**config.mk**
```make
export PLATFORM = sky130hd
export DESIGN_NAME = tcp_phy_enable
export DESIGN_NICKNAME = d
export VERILOG_FILES = /design/src/tcp_pkg.sv /design/src/tcp_phy_enable.sv
export VERILOG_INCLUDE_DIRS = /design/src
export SDC_FILE = /design/constraint.sdc
export NUM_CORES = 1
export LEC_CHECK = 0
export ABC_AREA = 1
export BUFFER_PORTS_ARGS = -buffer_cell sky130_fd_sc_hd__buf_4
export CAP_MARGIN = 20
export CORE_UTILIZATION = 40
export DETAILED_ROUTE_END_ITERATION = 7
export PLACE_DENSITY_LB_ADDON = 0.05
export REMOVE_ABC_BUFFERS = 1
export SETUP_SLACK_MARGIN = 0.5
export SYNTH_ARGS = -nofsm -noshare
export SYNTH_HDL_FRONTEND = slang
export SYNTH_SLANG_ARGS = --single-unit
```
**constraint.sdc**
```tcl
create_clock -name CLK_I -period 2.2 [get_ports CLK_I]
set_clock_uncertainty 0.1 [all_clocks]
set_input_delay 0.33 -clock CLK_I [delete_from_list [all_inputs] [get_ports CLK_I]]
set_output_delay 0.33 -clock CLK_I [all_outputs]
set_load 0.02 [all_outputs]
```
**src/tcp_map.svh**
```systemverilog
// Purpose: constants for the Type-C attach PHY enable block
// Assumes: AHB-Lite register window decoded on the low address byte
// Notes:   offsets are byte addresses of 32-bit registers
`ifndef TCP_MAP_SVH
`define TCP_MAP_SVH

`define TCP_AW          8
`define TCP_CTRL_OFS    8'h00
`define TCP_STAT_OFS    8'h04
`define TCP_EN_OFS      8'h08
`define TCP_MASK_RST    3'h7
`define TCP_MASK_LSB    0
`define TCP_MASK_MSB    2
`define TCP_PORT0       0
`define TCP_STAT_PAD    24'h000000
`define TCP_EN_PAD      26'h0000000
`define TCP_CTRL_PAD    29'h00000000
`define TCP_ZERO32      32'h00000000
`define TCP_HTRANS_BIT  1

`endif

```
**src/tcp_pkg.sv**
```systemverilog
// Purpose: types for the Type-C attach PHY enable block
// Assumes: three attach channels, each with an A and a B PHY
// Notes:   struct bit order also gives the status register layout
package tcp_pkg;

	localparam int TCP_NCH = 3;

	typedef struct packed {
		logic [TCP_NCH-1:0] attach_in;
		logic               orient_sel_in;
		logic               attach_polarity_strap;
		logic               ctrl_mode_select_strap;
		logic               orient_a_attach_in;
		logic               orient_b_attach_in;
	} tcp_pins_t;

	typedef struct packed {
		logic        hsel;
		logic [31:0] haddr;
		logic [1:0]  htrans;
		logic        hwrite;
		logic [2:0]  hsize;
		logic        hready;
	} tcp_ahb_req_t;

endpackage : tcp_pkg

```
**src/tcp_phy_enable.sv**
```systemverilog
// Purpose: select which SuperSpeed PHY of each attach channel is powered
// Assumes: pins synchronous-ish; two-flop synchronised before use
// Notes:   AHB-Lite slave, zero wait states, always OKAY
`timescale 1ns/1ps
`default_nettype none
`include "tcp_map.svh"

// Summary of operation
// - polarity strap low: attach input 1 powers its PHY, 0 powers it off.
// - polarity strap high: attach input 0 powers the PHY, 1 powers it off.
// - no attach indicated keeps the channel PHYs off to save power.
// - polarity low: orientation 1 selects PHY B, 0 selects PHY A.
// - polarity high: orientation 1 selects PHY A, 0 selects PHY B.
// - orientation alone enables nothing; the attach input must also assert.
// - per-orientation attach inputs are used only with mode strap high.
// - mode 2: orientation-A attach powers the port channel's PHY A, deasserted powers it off.
// - orientation-A attach is active high, or active low with polarity high.
// - mode strap low or open selects mode 1 attach and orientation inputs.
module tcp_phy_enable (
	input  wire logic                CLK_I,
	input  wire logic                RST_I,
	input  wire tcp_pkg::tcp_pins_t  PINS_I,
	input  wire tcp_pkg::tcp_ahb_req_t AHB_I,
	input  wire logic [31:0]         HWDATA_I,
	output logic [31:0]              HRDATA_O,
	output logic                     HREADYOUT_O,
	output logic                     HRESP_O,
	output logic [tcp_pkg::TCP_NCH-1:0] PHY_A_EN_O,
	output logic [tcp_pkg::TCP_NCH-1:0] PHY_B_EN_O
);
	import tcp_pkg::*;

	localparam int PW = $bits(tcp_pins_t);

	// input synchroniser
	logic [PW-1:0]  sync1_ff;
	logic [PW-1:0]  sync2_ff;
	logic [PW-1:0]  nxt_sync1;
	logic [PW-1:0]  nxt_sync2;
	tcp_pins_t      pins_s;

	always_comb begin
		nxt_sync1 = PINS_I;
		nxt_sync2 = sync1_ff;
	end

	always_ff @(posedge CLK_I or posedge RST_I) begin
		if (RST_I) begin
			sync1_ff <= '0;
			sync2_ff <= '0;
		end else begin
			sync1_ff <= nxt_sync1;
			sync2_ff <= nxt_sync2;
		end
	end

	assign pins_s = tcp_pins_t'(sync2_ff);

	// enable decode
	logic [TCP_NCH-1:0] mask_ff;
	logic [TCP_NCH-1:0] en_a_ff;
	logic [TCP_NCH-1:0] en_b_ff;
	logic [TCP_NCH-1:0] nxt_en_a;
	logic [TCP_NCH-1:0] nxt_en_b;
	logic [TCP_NCH-1:0] att_act;
	logic               ori_b;
	logic               mux_a_act;
	logic               mux_b_act;
	logic               mode2;

	assign att_act   = pins_s.attach_in ^ {TCP_NCH{pins_s.attach_polarity_strap}};
	assign ori_b     = pins_s.orient_sel_in ^ pins_s.attach_polarity_strap;
	assign mux_a_act = pins_s.orient_a_attach_in ^ pins_s.attach_polarity_strap;
	assign mux_b_act = pins_s.orient_b_attach_in ^ pins_s.attach_polarity_strap;
	assign mode2     = pins_s.ctrl_mode_select_strap;

	genvar gi;
	generate
		for (gi = 0; gi < TCP_NCH; gi++) begin : g_ch
			logic m2_a;
			logic m2_b;
			// mode 2 drives only the Type-C port channel
			if (gi == `TCP_PORT0) begin : g_port
				assign m2_a = mux_a_act;
				assign m2_b = mux_b_act;
			end else begin : g_other
				assign m2_a = 1'b0;
				assign m2_b = 1'b0;
			end
			always_comb begin
				if (mode2) begin
					nxt_en_a[gi] = mask_ff[gi] & m2_a;
					nxt_en_b[gi] = mask_ff[gi] & m2_b;
				end else begin
					nxt_en_a[gi] = mask_ff[gi] & att_act[gi] & ~ori_b;
					nxt_en_b[gi] = mask_ff[gi] & att_act[gi] & ori_b;
				end
			end
		end
	endgenerate

	always_ff @(posedge CLK_I or posedge RST_I) begin
		if (RST_I) begin
			en_a_ff <= '0;
			en_b_ff <= '0;
		end else begin
			en_a_ff <= nxt_en_a;
			en_b_ff <= nxt_en_b;
		end
	end

	assign PHY_A_EN_O = en_a_ff;
	assign PHY_B_EN_O = en_b_ff;

	// AHB-Lite slave
	logic                 wr_pend_ff;
	logic [`TCP_AW-1:0]   wr_addr_ff;
	logic [31:0]          rdata_ff;
	logic                 nxt_wr_pend;
	logic [`TCP_AW-1:0]   nxt_wr_addr;
	logic [31:0]          nxt_rdata;
	logic [TCP_NCH-1:0]   nxt_mask;
	logic                 take;
	logic [`TCP_AW-1:0]   a_lo;

	assign take = AHB_I.hsel & AHB_I.hready & AHB_I.htrans[`TCP_HTRANS_BIT];
	assign a_lo = AHB_I.haddr[`TCP_AW-1:0];

	always_comb begin
		nxt_wr_pend = take & AHB_I.hwrite;
		nxt_wr_addr = wr_pend_ff ? wr_addr_ff : a_lo;
		if (take) begin
			nxt_wr_addr = a_lo;
		end
		nxt_rdata = rdata_ff;
		if (take & ~AHB_I.hwrite) begin
			case (a_lo)
				`TCP_CTRL_OFS: begin
					nxt_rdata = {`TCP_CTRL_PAD, mask_ff};
				end
				`TCP_STAT_OFS: begin
					nxt_rdata = {`TCP_STAT_PAD, sync2_ff};
				end
				`TCP_EN_OFS: begin
					nxt_rdata = {`TCP_EN_PAD, en_b_ff, en_a_ff};
				end
				default: begin
					nxt_rdata = `TCP_ZERO32;
				end
			endcase
		end
		nxt_mask = mask_ff;
		if (wr_pend_ff && wr_addr_ff == `TCP_CTRL_OFS) begin
			nxt_mask = HWDATA_I[`TCP_MASK_MSB:`TCP_MASK_LSB];
		end
	end

	always_ff @(posedge CLK_I or posedge RST_I) begin
		if (RST_I) begin
			wr_pend_ff <= 1'b0;
			wr_addr_ff <= '0;
			rdata_ff   <= `TCP_ZERO32;
			mask_ff    <= `TCP_MASK_RST;
		end else begin
			wr_pend_ff <= nxt_wr_pend;
			wr_addr_ff <= nxt_wr_addr;
			rdata_ff   <= nxt_rdata;
			mask_ff    <= nxt_mask;
		end
	end

	assign HRDATA_O    = rdata_ff;
	assign HREADYOUT_O = 1'b1;
	assign HRESP_O     = 1'b0;

endmodule : tcp_phy_enable
`default_nettype wire

```
==> results.md <==
- Status: finished, final reports clean
- Via density: 4.34
- Count of buffers inserted at the top-level ports: 38
- Largest net degree at the start of global routing: 43
- Max IR drop VDD: 432 uV
- Worst R2R End: PHY_B_EN_O[0]$_DFF_PP0_
- Area grow syn2layout: 17.1%
- Net Sw Frac: 0.238
- Share of cells above drive strength 1: 0.289
- Nets: 324
- Clock tree buffer depth: 2
- CP bufs+invs: 1
- Synth cell types: 24
- Worst EP arrival: 0.86 ns
- WS Path Type: reg2out
- Area of the mapped netlist: 1940 sq um
- Wire length per cell: 10.7 um
- Setup slack after layout: 0.908 ns
- Total power: 1620 uW
- Final Util: 0.504
- Post-synthesis cell count: 201
- Setup TNS: 0 ns
- Critical path fanouts, max: 2
- Crit-path slowest cell: dfrtp_1
- Worst r2r src: pins_s[3]$_DFF_PP0_
- EDFF count, synth: 0
- Routed WL: 3.16 mm
- Routability cong.: 0.824
- Final instance area: 2270 sq um
- Sequential fraction of the synthesis area: 0.544
- CTS H-tree depth: 2
- Flops & latches, synth: 42
- Starting DRT DRC Count: 43
- Worst Max-Slew Pin Slew: 0.519 ns
- CP max stage delay: 0.40 ns
- # DRC: 0
- Main area contributors after synthesis: dfrtp_1, buf_4, nand2_1
- DR vias: 1276
- Overall die area: 5130 sq um
- Hold Crit Endpoint: nxt_sync2[3]$_DFF_PP0_
- Clock power share: 0.374
- Worst Hold Depth: 1
- Register area: 1050 sq um
- Post-synth top cells: nand2_1, dfrtp_1, buf_4
- Fmax: 774 MHz
- Fraction of registers with async set/reset: 1.00
- First-pass GRT wire length: 5.58 mm
- First-pass iteration count of the detailed router: 4
- P_sw: 385 uW
- Final worst path period share: 0.587
- Row cnt: 24
- Combinational power share: 0.114
- Vias in the first global route: 1214
- CTS sink count: 42
- Worst slack, placed: 0.930 ns
- Startpoint type of the worst setup path: register
- GRT overflow: 0
- Power Internal: 1230 uW
- Multi-input logic area: 667 sq um
- Power share of the sequential group: 0.512
- Synthesized area per cell: 9.64 sq um
- Io pins: 122
- Crit path cell chain: buf_4
- Antenna violation net count after detailed routing: 0
- Initial Utilization: 0.430
- Final hold violation count: 0
- Final Slew Violations: 0
- WP depth: 1
- DPL Wire Length: 2.40 mm
- # fillers: 419
- CTS tree: done
- Pleak: 0.00123 uW
- Chip height: 71.6 um
- RSZ-0062 raised after global routing: false
- Delay-heaviest family, CP: flip-flops
- CTS root buf: clkbuf_8
- CP endpoint kind: primary output
- Hold-fix buffers at CTS: 0
- Slew HR: 0.654
- Placeable Area: 4500 sq um
- Reg2reg setup slack: 0.95 ns
- Antenna diodes: 0
- Pwr/cell area: 714 nW/um^2
- WP data required: 1.77 ns
- Tot GR Track Use: 0.145
- Count of final setup violators: 0
- Max_cap viols: 0
- Clk pin slew, worst setup/hold paths: 0.08 ns
- Die X: 71.6 um
- Post-CTS setup buffer count: 0
- Hold wc startpoint: PINS_I[3]
- Reg2Reg Depth: 3
- Cts repair resizes: 0
- Post-synth top area share: 0.504
- TritonCTS Buffers: 5
- Primary FF master, synth: dfrtp_1
- Worst skew pair latency: 0.29 ns
- Initial antenna violation count: 0
- Worst Hold Class: in2reg
- Most common cell in the netlist: nand2_1
- Placed Area: 2160 sq um
- Synth area leader: dfrtp_1
- Synth warnings: 0
- Period minus WS final: 1.29 ns
[registers in the layout, indices dropped and copies added (netlist names)]
signal and cells:
wr_addr_ff 8, pins_s 8, mask_ff 3, PHY_A_EN_O 3
HRDATA_O 8, nxt_sync2 8, wr_pend_ff 1, PHY_B_EN_O 3
[through the flow]
| stage | hold slack [ns] | cells |
|---|---|---|
| after detailed placement | 0.235 | 287 |
| after CTS | 0.0284 | 294 |
| final | 0.0425 | 294 |
| after global routing | 0.0243 | 294 |
| after global placement | 0.232 | 287 |
| after floorplan | 0.231 | 196 |
[layout by cell type, fill, tap and decap left out, types with 2 or more instances in the layout]
master    Yosys  layout
a21oi_1       5       5
buf_4        27      39
clkbuf_8      0       6
conb_1        2      26
dfrtp_1      39      39
dfstp_2       3       3
inv_1        15      15
inv_2         4       4
nand2_1      41      41
nand2_2       4       4
nand3_1      14      14
nand3_2       5       5
nor2_1       13      13
nor2_2        2       2
nor2_8        2       2
o21ai_1      15      15
xnor2_1       2       2
[power by group through the flow]
stage	combinational, uW	sequential, uW	clock, uW
floorplan	106	851	0
global placement	184	844	0
detailed placement	186	845	0
CTS	187	830	628
global route	206	834	656
finish	184	830	606
[metal layers]
| metal | share of wire | vias up | global-route usage | routed length, um |
|---|---|---|---|---|
| li1 | - | 656 | - | - |
| met5 | 0 | - | 0 | 0 |
| met4 | 0.020 | 0 | 0.0675 | 63 |
| met2 | 0.43 | 58 | 0.219 | 1360 |
| met3 | 0.065 | 7 | 0.0506 | 204 |
| met1 | 0.48 | 555 | 0.189 | 1530 |
[kinds of logic (layout without fill, tap and decap cells)]
logic type	after synthesis	count (layout)	synth area share
buf+inv	49	66	0.158
compound gates	21	21	0.0549
other cells	2	26	0.00387
simple gates	85	85	0.230
flops	42	42	0.544
xor+xnor	2	2	0.00904
[how the worst max path moves through the flow]
| stage | startpoint | end | slack (ns) |
|---|---|---|---|
| after floorplan | RST_I | HRDATA_O[0]$_DFFE_PP0P_ | 0.80 |
| after global placement | AHB_I[14] | HRDATA_O[1]$_DFFE_PP0P_ | 0.93 |
| after detailed placement | AHB_I[14] | HRDATA_O[1]$_DFFE_PP0P_ | 0.93 |
| after CTS | PHY_A_EN_O[2]$_DFF_PP0_ | PHY_A_EN_O[2] | 0.89 |
| after global routing | PHY_A_EN_O[2]$_DFF_PP0_ | PHY_A_EN_O[2] | 0.87 |
| final | PHY_A_EN_O[2]$_DFF_PP0_ | PHY_A_EN_O[2] | 0.91 |
[cell type report]
type                       instances  area share
multi-input combinational        134       0.294
clock buffer                       6      0.0364
timing repair buffer              39       0.129
inverter                          20      0.0342
sequential                        42       0.465
clock inverter                     1      0.0132
tap                               52      0.0287
(Power assumes the default switching activity.)
